### config.mk
export PLATFORM = sky130hd
export DESIGN_NAME = axis_feedback_and_safety_io
export DESIGN_NICKNAME = d
export VERILOG_FILES = /design/src/rtl/axis_io_pkg.sv /design/src/rtl/axis_feedback_and_safety_io.sv
export SDC_FILE = /design/constraint.sdc
export NUM_CORES = 1
export LEC_CHECK = 0
export BUFFER_PORTS_ARGS = -buffer_cell sky130_fd_sc_hd__buf_2
export CAP_MARGIN = 20
export CORE_UTILIZATION = 60
export DETAILED_ROUTE_END_ITERATION = 6
export GPL_TIMING_DRIVEN = 0
export PLACE_DENSITY = 0.8
export SYNTH_ARGS = -nofsm -noshare
export SYNTH_HDL_FRONTEND = slang
export SYNTH_SLANG_ARGS = --single-unit
export TNS_END_PERCENT = 1
### constraint.sdc
create_clock -name core_clk_i -period 5.2 [get_ports core_clk_i]
set_input_delay 0.78 -clock core_clk_i [delete_from_list [all_inputs] [get_ports core_clk_i]]
set_output_delay 0.78 -clock core_clk_i [all_outputs]
set_load 0.03 [all_outputs]
### src/rtl/axis_io_pkg.sv
// Shared constants and types for the axis feedback and safety block.
// Assumes a 10 MHz core clock and a 16-bit register port.
package axis_io_pkg;

	localparam int DATA_W = 16;
	localparam int POS_W  = 32;

	// Register port offsets, write side.
	localparam logic [3:0] ADDR_CMD    = 4'h0;
	localparam logic [3:0] ADDR_DATA   = 4'h1;
	localparam logic [3:0] ADDR_MODE2  = 4'h2;
	localparam logic [3:0] ADDR_MODE3  = 4'h3;
	// Register port offsets, read side.
	localparam logic [3:0] ADDR_MAIN   = 4'h0;
	localparam logic [3:0] ADDR_ERR    = 4'h2;
	localparam logic [3:0] ADDR_LVL    = 4'h3;
	localparam logic [3:0] ADDR_POS_LO = 4'h4;
	localparam logic [3:0] ADDR_POS_HI = 4'h5;

	// Command codes written into the command register.
	localparam logic [15:0] CMD_HALT     = 16'h0057;
	localparam logic [15:0] CMD_RESET    = 16'h00ff;
	localparam logic [15:0] CMD_DCC_OUT  = 16'h0072;
	localparam logic [15:0] CMD_DCC_CFG  = 16'h0024;
	localparam logic [15:0] CMD_GP_CFG   = 16'h0021;

	// Field positions of mode_reg_three.
	localparam int FB_SEL_LO = 8;
	localparam int FB_SEL_HI = 9;
	localparam int FB_POL    = 10;
	localparam int FB_SWAP   = 11;
	localparam int END_SWAP  = 12;
	// Field positions of mode_reg_two.
	localparam int SET_EN    = 6;
	localparam int SET_HI    = 7;
	localparam int ALM_EN    = 8;
	localparam int ALM_HI    = 9;
	localparam int END_EN    = 10;
	localparam int END_HI    = 11;
	localparam int END_DECEL = 12;
	// Field positions of error_status_reg.
	localparam int ERR_ALM_LO = 4;
	localparam int ERR_EMG_LO = 5;
	localparam int ERR_ALM_HI = 14;
	localparam int ERR_EMG_HI = 15;
	// Field positions of main_status_reg, also used for the pins.
	localparam int MS_DRIVE  = 0;
	localparam int MS_ACCEL  = 2;
	localparam int MS_CRUISE = 3;
	localparam int MS_DECEL  = 4;
	localparam int MS_JUP    = 5;
	localparam int MS_FLAT   = 6;
	localparam int MS_JDN    = 7;
	// Data fields of the set-up commands.
	localparam int GP_SEL_BIT  = 0;
	localparam int DCC_LVL_BIT = 3;
	localparam int DCC_W_LO    = 4;
	localparam int DCC_W_HI    = 6;

	// Bit index of each pin in the synchroniser vectors.
	localparam int IN_EA  = 0;
	localparam int IN_EB  = 1;
	localparam int IN_LP  = 2;
	localparam int IN_LM  = 3;
	localparam int IN_SET = 4;
	localparam int IN_ALM = 5;
	localparam int IN_EMG = 6;
	localparam int IN_N   = 7;

	// Reset must be seen low on more than 8 edges.
	localparam int RST_SAMPLES = 9;

	// Timing: clear pulse width is a unit times two to the code.
	localparam int CLK_HZ       = 10_000_000;
	localparam int DCC_UNIT_US  = 10;
	localparam int DCC_UNIT_CYC = DCC_UNIT_US * (CLK_HZ / 1_000_000);
	localparam int DCC_CNT_W    = 14;

	// Reset level of the synchronisers: emergency input idles high.
	localparam logic [IN_N-1:0] SYNC_RST = 7'h40;

	typedef enum logic [1:0] {
		FB_QUAD4 = 2'b00,
		FB_QUAD2 = 2'b01,
		FB_QUAD1 = 2'b10,
		FB_UPDN  = 2'b11
	} fb_mode_e;

	typedef enum logic [1:0] {
		DRV_STOP   = 2'b00,
		DRV_RUN    = 2'b01,
		DRV_SETTLE = 2'b10
	} drv_e;

	typedef enum logic {
		DCC_IDLE  = 1'b0,
		DCC_PULSE = 1'b1
	} dcc_e;

	// Pins from encoder, end stops and servo driver, index order above.
	typedef struct packed {
		logic emergency_halt_n;
		logic alarm_input;
		logic servo_settled_input;
		logic minus_end_stop_input;
		logic plus_end_stop_input;
		logic encoder_b_or_down_input;
		logic encoder_a_or_up_input;
	} axis_pins_s;

	// Drive phase reported by the pulse generator.
	typedef struct packed {
		logic active;
		logic accel;
		logic cruise;
		logic decel;
		logic jerk_up;
		logic flat_accel;
		logic jerk_down;
	} phase_s;

	// Stop requests to the pulse generator.
	typedef struct packed {
		logic halt;
		logic plus_inhibit;
		logic minus_inhibit;
		logic end_decel;
	} stop_req_s;

	typedef struct packed {
		logic [RST_SAMPLES-1:0] rst_hist;
		logic [IN_N-1:0]        s1;
		logic [IN_N-1:0]        s2;
		logic [IN_N-1:0]        s3;
		logic [IN_N-1:0]        filt;
		logic [DATA_W-1:0]      mode2;
		logic [DATA_W-1:0]      mode3;
		logic [DATA_W-1:0]      cmd_data;
		logic                   gp_sel;
		logic [3:0]             dcc_cfg;
		dcc_e                   dcc_st;
		logic [DCC_CNT_W-1:0]   dcc_cnt;
		logic                   dcc_pin;
		drv_e                   drv_st;
		logic [POS_W-1:0]       pos;
		logic                   err_alm;
		logic                   err_emg;
		stop_req_s              stop;
		logic [7:0]             gp_pins;
		logic [DATA_W-1:0]      rdata;
	} state_s;

endpackage

### src/rtl/axis_feedback_and_safety_io.sv
// Encoder decoding, end stop and servo driver handling, emergency stop,
// deviation counter clear pulse and drive status pins for one axis.
// Assumes a pulse generator beside it that reports its drive phase and
// obeys the stop requests, and a host on the plain register port.
`timescale 1ns/100ps

module axis_feedback_and_safety_io
	import axis_io_pkg::*;
(
	input  wire logic        core_clk_i,   // System clock, 10 MHz.
	input  wire logic        rst_n_i,      // Synchronous reset, low.
	input  wire logic [3:0]  addr_i,       // Register offset.
	input  wire logic [15:0] wdata_i,      // Write data.
	input  wire logic        wr_i,         // Write strobe.
	input  wire logic        rd_i,         // Read strobe.
	output logic      [15:0] rdata_o,      // Read data, next cycle.
	input  wire axis_pins_s  pins_i,       // Asynchronous axis pins.
	input  wire phase_s      phase_i,      // Generator drive phase.
	output stop_req_s        stop_o,       // Stop requests.
	output logic             error_counter_clear_out, // Clear pin.
	output logic      [7:0]  gp_pin_o      // Status pins.
);

	state_s st_r;
	state_s st_nxt;

	// Combinational helpers, each given a value in the process before its first use.
	logic [IN_N-1:0]   filt_n;
	logic [1:0]        ab_c;
	logic [1:0]        ab_p;
	logic              ea_e;
	logic              eb_e;
	logic              cnt_en;
	logic              cnt_up;
	fb_mode_e          fb_mode;
	logic              lp;
	logic              lm;
	logic              end_hit_p;
	logic              end_hit_m;
	logic              settled;
	logic              alarm_act;
	logic              emg_act;
	logic              cmd_wr;
	logic              halt_cmd;
	logic              reset_cmd;
	logic              drive_now;
	logic [7:0]        phase_vec;
	logic [DATA_W-1:0] main_stat;
	logic [DATA_W-1:0] err_stat;
	logic [DATA_W-1:0] lvl_stat;
	logic [DCC_CNT_W-1:0] dcc_len;

	// An input is active when its level matches the configured level.
	function automatic logic is_active(input logic lvl, input logic hi);
		return lvl == hi;
	endfunction

	// Encoder pair after polarity and swap, returned as {a, b}.
	function automatic logic [1:0] enc_pair(input logic [IN_N-1:0] v,
			input logic pol, input logic swap);
		logic a;
		logic b;
		a = v[IN_EA] ^ pol;
		b = v[IN_EB] ^ pol;
		return swap ? {b, a} : {a, b};
	endfunction

	// Status outputs follow directly from registered state.
	assign rdata_o                 = st_r.rdata;
	assign stop_o                  = st_r.stop;
	assign error_counter_clear_out = st_r.dcc_pin;
	assign gp_pin_o                = st_r.gp_pins;

	// Next-state logic for the whole block.
	always_comb begin
		st_nxt = st_r;

		// Three-stage synchroniser; a change is taken once stages two and
		// three agree, which also rejects a single-cycle glitch.
		st_nxt.s1 = pins_i;
		st_nxt.s2 = st_r.s1;
		st_nxt.s3 = st_r.s2;
		filt_n = st_r.filt ^ ((st_r.filt ^ st_r.s3) & ~(st_r.s2 ^ st_r.s3));
		st_nxt.filt = filt_n;

		// Encoder decoding compares new and previous filtered levels.
		ab_c = enc_pair(filt_n, st_r.mode3[FB_POL],
			st_r.mode3[FB_SWAP]);
		ab_p = enc_pair(st_r.filt, st_r.mode3[FB_POL],
			st_r.mode3[FB_SWAP]);
		ea_e = ab_c[1] ^ ab_p[1];
		eb_e = ab_c[0] ^ ab_p[0];
		fb_mode = fb_mode_e'(st_r.mode3[FB_SEL_HI:FB_SEL_LO]);
		cnt_en = 1'b0;
		cnt_up = 1'b0;
		case (fb_mode)
			FB_QUAD4: begin
				// Both phases moving at once is a lost step; skip it.
				cnt_en = ea_e ^ eb_e;
				cnt_up = ab_c[1] ^ ab_p[0];
			end
			FB_QUAD2: begin
				cnt_en = ea_e & ~eb_e;
				cnt_up = ab_c[1] ^ ab_c[0];
			end
			FB_QUAD1: begin
				cnt_en = ab_c[1] & ~ab_p[1] & ~eb_e;
				cnt_up = ~ab_c[0];
			end
			FB_UPDN: begin
				// Pulses on both inputs in one cycle cancel out.
				cnt_en = (ab_c[1] & ~ab_p[1]) ^ (ab_c[0] & ~ab_p[0]);
				cnt_up = ab_c[1] & ~ab_p[1];
			end
			default: begin
				cnt_en = 1'b0;
				cnt_up = 1'b0;
			end
		endcase
		if (cnt_en) begin
			st_nxt.pos = cnt_up ? st_r.pos + 32'h1 : st_r.pos - 32'h1;
		end

		// End stops, optionally swapped, then qualified by level and enable.
		lp = st_r.mode3[END_SWAP] ? st_r.filt[IN_LM] : st_r.filt[IN_LP];
		lm = st_r.mode3[END_SWAP] ? st_r.filt[IN_LP] : st_r.filt[IN_LM];
		end_hit_p = st_r.mode2[END_EN] &
			is_active(lp, st_r.mode2[END_HI]);
		end_hit_m = st_r.mode2[END_EN] &
			is_active(lm, st_r.mode2[END_HI]);
		st_nxt.stop.plus_inhibit  = end_hit_p;
		st_nxt.stop.minus_inhibit = end_hit_m;
		st_nxt.stop.end_decel     = st_r.mode2[END_DECEL];

		// Servo driver inputs and the fixed-polarity emergency input.
		settled = st_r.mode2[SET_EN] &
			is_active(st_r.filt[IN_SET], st_r.mode2[SET_HI]);
		alarm_act = st_r.mode2[ALM_EN] &
			is_active(st_r.filt[IN_ALM], st_r.mode2[ALM_HI]);
		emg_act = ~st_r.filt[IN_EMG];

		// Command decode.
		cmd_wr    = wr_i & (addr_i == ADDR_CMD);
		halt_cmd  = cmd_wr & (wdata_i == CMD_HALT);
		reset_cmd = cmd_wr & (wdata_i == CMD_RESET);

		// The halt request is held while any cause lasts.
		st_nxt.stop.halt = halt_cmd | reset_cmd | emg_act |
			(alarm_act & phase_i.active);

		// Error flags: a new cause wins over a command reset clearing it.
		st_nxt.err_alm = (st_r.err_alm & ~reset_cmd) |
			(alarm_act & phase_i.active);
		st_nxt.err_emg = (st_r.err_emg & ~reset_cmd) | emg_act;

		// Drive tracking: after pulses end, wait for the servo to settle.
		case (st_r.drv_st)
			DRV_STOP: begin
				if (phase_i.active) begin
					st_nxt.drv_st = DRV_RUN;
				end
			end
			DRV_RUN: begin
				if (!phase_i.active) begin
					if (st_r.mode2[SET_EN] && !settled && !reset_cmd) begin
						st_nxt.drv_st = DRV_SETTLE;
					end else begin
						st_nxt.drv_st = DRV_STOP;
					end
				end
			end
			DRV_SETTLE: begin
				if (phase_i.active) begin
					st_nxt.drv_st = DRV_RUN;
				end else if (!st_r.mode2[SET_EN] || settled || reset_cmd) begin
					st_nxt.drv_st = DRV_STOP;
				end
			end
			default: begin
				st_nxt.drv_st = DRV_STOP;
			end
		endcase

		// Drive phase bits, all zero when stopped.
		drive_now = phase_i.active | (st_r.drv_st == DRV_SETTLE);
		phase_vec = 8'h00;
		phase_vec[MS_DRIVE]  = drive_now;
		phase_vec[MS_ACCEL]  = phase_i.active & phase_i.accel;
		phase_vec[MS_CRUISE] = phase_i.active & phase_i.cruise;
		phase_vec[MS_DECEL]  = phase_i.active & phase_i.decel;
		phase_vec[MS_JUP]    = phase_i.active & phase_i.jerk_up;
		phase_vec[MS_FLAT]   = phase_i.active & phase_i.flat_accel;
		phase_vec[MS_JDN]    = phase_i.active & phase_i.jerk_down;
		main_stat = {8'h00, phase_vec};
		// Other pin functions live elsewhere, so unselected pins stay low.
		st_nxt.gp_pins = st_r.gp_sel ? phase_vec : 8'h00;

		// Register writes; set-up commands take the staged data word.
		if (wr_i && addr_i == ADDR_DATA) begin
			st_nxt.cmd_data = wdata_i;
		end
		if (wr_i && addr_i == ADDR_MODE2) begin
			st_nxt.mode2 = wdata_i;
		end
		if (wr_i && addr_i == ADDR_MODE3) begin
			st_nxt.mode3 = wdata_i;
		end
		if (cmd_wr && wdata_i == CMD_GP_CFG) begin
			st_nxt.gp_sel = st_r.cmd_data[GP_SEL_BIT];
		end
		if (cmd_wr && wdata_i == CMD_DCC_CFG) begin
			st_nxt.dcc_cfg = {st_r.cmd_data[DCC_W_HI:DCC_W_LO],
				st_r.cmd_data[DCC_LVL_BIT]};
		end

		// Clear pulse: width is the unit times two to the width code.
		dcc_len = DCC_CNT_W'(DCC_UNIT_CYC << st_r.dcc_cfg[3:1]);
		case (st_r.dcc_st)
			DCC_IDLE: begin
				st_nxt.dcc_pin = ~st_r.dcc_cfg[0];
			end
			DCC_PULSE: begin
				st_nxt.dcc_pin = st_r.dcc_cfg[0];
				if (st_r.dcc_cnt == '0) begin
					st_nxt.dcc_st  = DCC_IDLE;
					st_nxt.dcc_pin = ~st_r.dcc_cfg[0];
				end else begin
					st_nxt.dcc_cnt = st_r.dcc_cnt - 1'b1;
				end
			end
			default: begin
				st_nxt.dcc_st = DCC_IDLE;
			end
		endcase
		// A repeat command restarts the pulse; a command reset cuts it.
		if (cmd_wr && wdata_i == CMD_DCC_OUT) begin
			st_nxt.dcc_st  = DCC_PULSE;
			st_nxt.dcc_pin = st_r.dcc_cfg[0];
			st_nxt.dcc_cnt = dcc_len - 1'b1;
		end else if (reset_cmd) begin
			st_nxt.dcc_st  = DCC_IDLE;
			st_nxt.dcc_pin = ~st_r.dcc_cfg[0];
		end

		// Read side; data stand for one cycle only.
		err_stat = '0;
		err_stat[ERR_ALM_LO] = st_r.err_alm;
		err_stat[ERR_ALM_HI] = st_r.err_alm;
		err_stat[ERR_EMG_LO] = st_r.err_emg;
		err_stat[ERR_EMG_HI] = st_r.err_emg;
		// Raw pin levels, before swap or polarity, independent of drive.
		lvl_stat = {{(DATA_W-5){1'b0}}, st_r.filt[IN_EMG],
			st_r.filt[IN_ALM], st_r.filt[IN_SET],
			st_r.filt[IN_LM], st_r.filt[IN_LP]};
		st_nxt.rdata = '0;
		if (rd_i) begin
			case (addr_i)
				ADDR_MAIN:   st_nxt.rdata = main_stat;
				ADDR_ERR:    st_nxt.rdata = err_stat;
				ADDR_LVL:    st_nxt.rdata = lvl_stat;
				ADDR_POS_LO: st_nxt.rdata = st_r.pos[15:0];
				ADDR_POS_HI: st_nxt.rdata = st_r.pos[31:16];
				default:     st_nxt.rdata = '0;
			endcase
		end

		// Reset takes effect only after more than eight low samples; the
		// history shifts in on every edge, so it settles even from power-up.
		st_nxt.rst_hist = {st_r.rst_hist[RST_SAMPLES-2:0], ~rst_n_i};
		if (&st_nxt.rst_hist) begin
			st_nxt = '{rst_hist: st_nxt.rst_hist, s1: SYNC_RST, s2: SYNC_RST,
				s3: SYNC_RST, filt: SYNC_RST, dcc_pin: 1'b1,
				dcc_st: DCC_IDLE, drv_st: DRV_STOP, default: '0};
		end
	end

	// Single state register for the block.
	always_ff @(posedge core_clk_i) begin
		st_r <= st_nxt;
	end

	// Helper views for the checks below.
	logic in_rst;
	assign in_rst = &st_r.rst_hist;
endmodule

==> flow_summary.toml <==
[worst_setup_path]
path_cells = "maj3_4 > mux2i_4 > xor2_4 > a211oi_4 > nand2_2 > xnor2_1 > ha_1 > or4_1 > buf_2 > nor4_4 > nand2_1 > or4_1 > a21oi_2 > xnor2_1 > nor2_1"
critical_path.endpoint_type = "flop"
cp.depth = 15
critPathArrivalTime_ns = 4.86
r2r_setup_slack_ns = 0.64
ff_to_ff_end = "st_r[48]$_SDFFE_PP0P_"
crit_path_buf_inv_count = 1
critical_path_class = "flop to flop"
timing.critical_path.from_type = "flop"
crit_required_ns = 5.50
worstPathMaxFanout = 10
cp_slowest_stage_delay_ns = 0.59
timing.critical_path.from = "st_r[133]$_SDFF_PP0_"
timing.critical_path.to = "st_r[48]$_SDFFE_PP0P_"
worst_path_max_delay_cell = "sky130_fd_sc_hd__a211oi_4"
critical_path.top_delay_family = "simple AND/OR/NAND/NOR gates"
r2r.worst_path.cells = 15
rr_startpoint = "st_r[133]$_SDFF_PP0_"

[sta]
layout_worst_path_cycle_share_pct = 87.7
unrepaired_setup_endpoints_after_global_routing = "no"
finalSetupViolCount = 0
fin_hold_ws_ns = 0.355
clock.fmax_mhz = 219
final-max-slew-violation-count = 0
maxSlewHeadroom_pct = 36.2
slew_worst_pin_ns = 0.951
final.min_clock_period_ns = 4.56
totalNegativeSetupSlack_ns = 0
finalHoldViolCount = 0
finalClockSkew_ns = 0.00846

[clock_network]
cts.repair.resized = 0
cts.hold.buffers_added = 0
cts.sink_count = 137
tritoncts = "done"
cts_setup_buffers = 0
cts.path.max_buffers = 2
ctsHtreeMaxLevel = 4
numCtsBuffers = 17
insertion_delay_ns = 0.43
clk_pin_slew_worst_paths_ns = 0.06
clock-root-buffer = "sky130_fd_sc_hd__clkbuf_16"

[yosys]
synthFlopType = "sky130_fd_sc_hd__dfxtp_1"
number_of_synthesized_register_bits = 137
synth_sequential_area_ratio_pct = 37.5
synth_largest_area_cell = "sky130_fd_sc_hd__dfxtp_1"
syn-cell-area_um2 = 7310
syn_area_per_cell_um2 = 8.33
synth.top_cells.by_count = "sky130_fd_sc_hd__dfxtp_1 (137), sky130_fd_sc_hd__nor2_1 (108), sky130_fd_sc_hd__nand2_1 (56)"
syn_nets = 927
post_synth_edffs = 0
netlist-cell-type-count = 69
synth_most_common_cell = "sky130_fd_sc_hd__dfxtp_1"
synth-warning-count = 0
yosys-top-cells-area = "sky130_fd_sc_hd__dfxtp_1 (38%), sky130_fd_sc_hd__mux2i_1 (5.8%), sky130_fd_sc_hd__nor2_1 (5.5%)"
syn_inst = 877
synth-async-reset-ratio_pct = 0
post-synth-top-area-fraction_pct = 37.5

[cells_and_area]
final_net_count = 1010
finish.utilization_pct = 72.1
post_route_cells_drive_above_1_share_pct = 16.0
areaGrowthSynthToFinish_pct = 15.1
filler_cell_count = 927
sequential_cell_area_um2 = 2740
multi_input_area_um2 = 4000
antennaDiodeCount = 0

[global_routing]
groute.layer.met1.usage_pct = 41.1
grt_start_max_net_pins = 17
globalRoute.busiestLayer = "met2"
grt_first_pass_wirelength_mm = 32.4
grt_use_met2_pct = 53.6
grt_pass1_vias = 6415
antenna_found_initial = 0
grt.met3_usage_pct = 8.05
grt.total_usage_pct = 33.0
total_global_routing_overflow = 0

[worst_hold_path]
class_of_the_tightest_hold_or_removal_check = "flop to flop"

[floorplanning]
initial_utilization_pct = 62.6
top_level_pins = 67
fp.dieW_um = 112
design.die.area_um2 = 12600
core_region_area_um2 = 11700
die_height_um = 112
rows = 39

[placement]
io_buffer_count = 64
place_hpwl_mm = 14.0
gp_congestion = 0.966

[flow_run]
maxCapViolCount = 0

[route]
num_vias = 6855
drt_iter0_markers = 745
antenna_left = 0
wl_mm = 20.2
wl_per_cell_um = 18.1
detail_route.drc_violations = 2
first_pass_iters = 7
via_per_inst = 6.15

[power_and_ir_drop]
pwr_density_cell_nw_per_um2 = 440
p_leak_nw = 3.41
ir_drop_mv = 0.312
post-layout-total-power_w = 0.00370

[outcome]
status = "complete, but fails checks"
failed_checks = "DRC"
-- cell families after synthesis --
family | share of synthesized area (%)
AOI/OAI and AO/OA | 12.6
adders and majority gates | 2.43
buffers and inverters | 7.67
xor gates and xnor gates | 6.11
DFF | 37.5
and+or+nand+nor | 27.4
muxes | 6.22
other | 0.0513
-- cell type report --
cell class	count	share of cell area [%]
buffer	94	5.82
clock buffer	18	5.22
clock inverter	13	1.99
inverter	19	0.848
multi-input combinational	627	47.6
sequential	137	32.6
tap	143	2.13
timing repair buffer	64	3.81
-- stage by stage --
step                      cells  worst slack [ns]  cell area [µm²]
after floorplan             877              1.37             7310
after global placement     1084             0.714             7800
after detailed placement   1084             0.737             7800
after CTS                  1115             0.711             8410
after global routing       1115             0.429             8410
final                      1115             0.638             8410
-- sequential cells by signal (all words and copies together) (netlist names), named ones only --
| signal | flops |
|---|---|
| err_stat | 2 |
| gp_pin_o | 7 |
| error_counter_clear_out | 1 |
| stop_o | 4 |
| fb_mode | 2 |
| st_r | 100 |
| rdata_o | 16 |
-- power breakdown --
| group | switching (W) | total, W | leakage, nW | internal (W) |
|---|---|---|---|---|
| sequential | 0.000113 | 0.00130 | 1.14 | 0.00119 |
| clock | 0.000489 | 0.00126 | 0.287 | 0.000769 |
| combinational | 0.000759 | 0.00114 | 1.99 | 0.000383 |
| total | 0.00136 | 0.00370 | 3.41 | 0.00234 |
-- worst min-delay path by stage --
stage / start / endpoint / depth (start not counted)
finish: st_r[164]$_DFF_P_ / st_r[165]$_DFF_P_ / 0
floorplan: st_r[164]$_DFF_P_ / st_r[165]$_DFF_P_ / 0
global route: st_r[167]$_DFF_P_ / st_r[168]$_DFF_P_ / 0
CTS: st_r[167]$_DFF_P_ / st_r[168]$_DFF_P_ / 0
detailed placement: st_r[163]$_DFF_P_ / st_r[164]$_DFF_P_ / 0
global placement: st_r[163]$_DFF_P_ / st_r[164]$_DFF_P_ / 0
-- worst reg2reg max path, stage by stage (launching register included) --
cell	delay, ns
sky130_fd_sc_hd__dfxtp_1	0.36
sky130_fd_sc_hd__maj3_4	0.40
sky130_fd_sc_hd__mux2i_4	0.20
sky130_fd_sc_hd__xor2_4	0.12
sky130_fd_sc_hd__a211oi_4	0.59
sky130_fd_sc_hd__nand2_2	0.36
sky130_fd_sc_hd__xnor2_1	0.22
sky130_fd_sc_hd__ha_1	0.26
sky130_fd_sc_hd__or4_1	0.41
sky130_fd_sc_hd__buf_2	0.18
sky130_fd_sc_hd__nor4_4	0.39
sky130_fd_sc_hd__nand2_1	0.14
sky130_fd_sc_hd__or4_1	0.45
sky130_fd_sc_hd__a21oi_2	0.17
sky130_fd_sc_hd__xnor2_1	0.14
sky130_fd_sc_hd__nor2_1	0.05
-- metal layers --
| metal | vias to the layer above | share of wire, % |
|---|---|---|
| met5 | - | 0 |
| met3 | 63 | 9.0 |
| met4 | 0 | 3.1 |
| met1 | 3143 | 42 |
| met2 | 404 | 46 |
| li1 | 3245 | - |
-- placed cells by master (no fill, tap or decap), types with 11 or more instances in the layout --
| master | n |
|---|---|
| sky130_fd_sc_hd__dfxtp_1 | 137 |
| sky130_fd_sc_hd__nor2_1 | 108 |
| sky130_fd_sc_hd__buf_2 | 74 |
| sky130_fd_sc_hd__nand2_1 | 56 |
| sky130_fd_sc_hd__clkbuf_1 | 51 |
| sky130_fd_sc_hd__mux2i_1 | 42 |
| sky130_fd_sc_hd__a21oi_1 | 39 |
| sky130_fd_sc_hd__and2_1 | 38 |
| sky130_fd_sc_hd__nand3_1 | 30 |
| sky130_fd_sc_hd__buf_4 | 29 |
| sky130_fd_sc_hd__xnor2_1 | 28 |
| sky130_fd_sc_hd__nor3_1 | 27 |
| sky130_fd_sc_hd__o21ai_0 | 23 |
| sky130_fd_sc_hd__nor4_1 | 22 |
| sky130_fd_sc_hd__nand4_1 | 20 |
| sky130_fd_sc_hd__inv_1 | 19 |
| sky130_fd_sc_hd__xor2_1 | 18 |
| sky130_fd_sc_hd__clkbuf_16 | 17 |
| sky130_fd_sc_hd__or4_1 | 14 |
| sky130_fd_sc_hd__nand2b_1 | 13 |
| sky130_fd_sc_hd__ha_1 | 12 |
| sky130_fd_sc_hd__a211oi_1 | 11 |
Power figures use the tool's default switching activity.
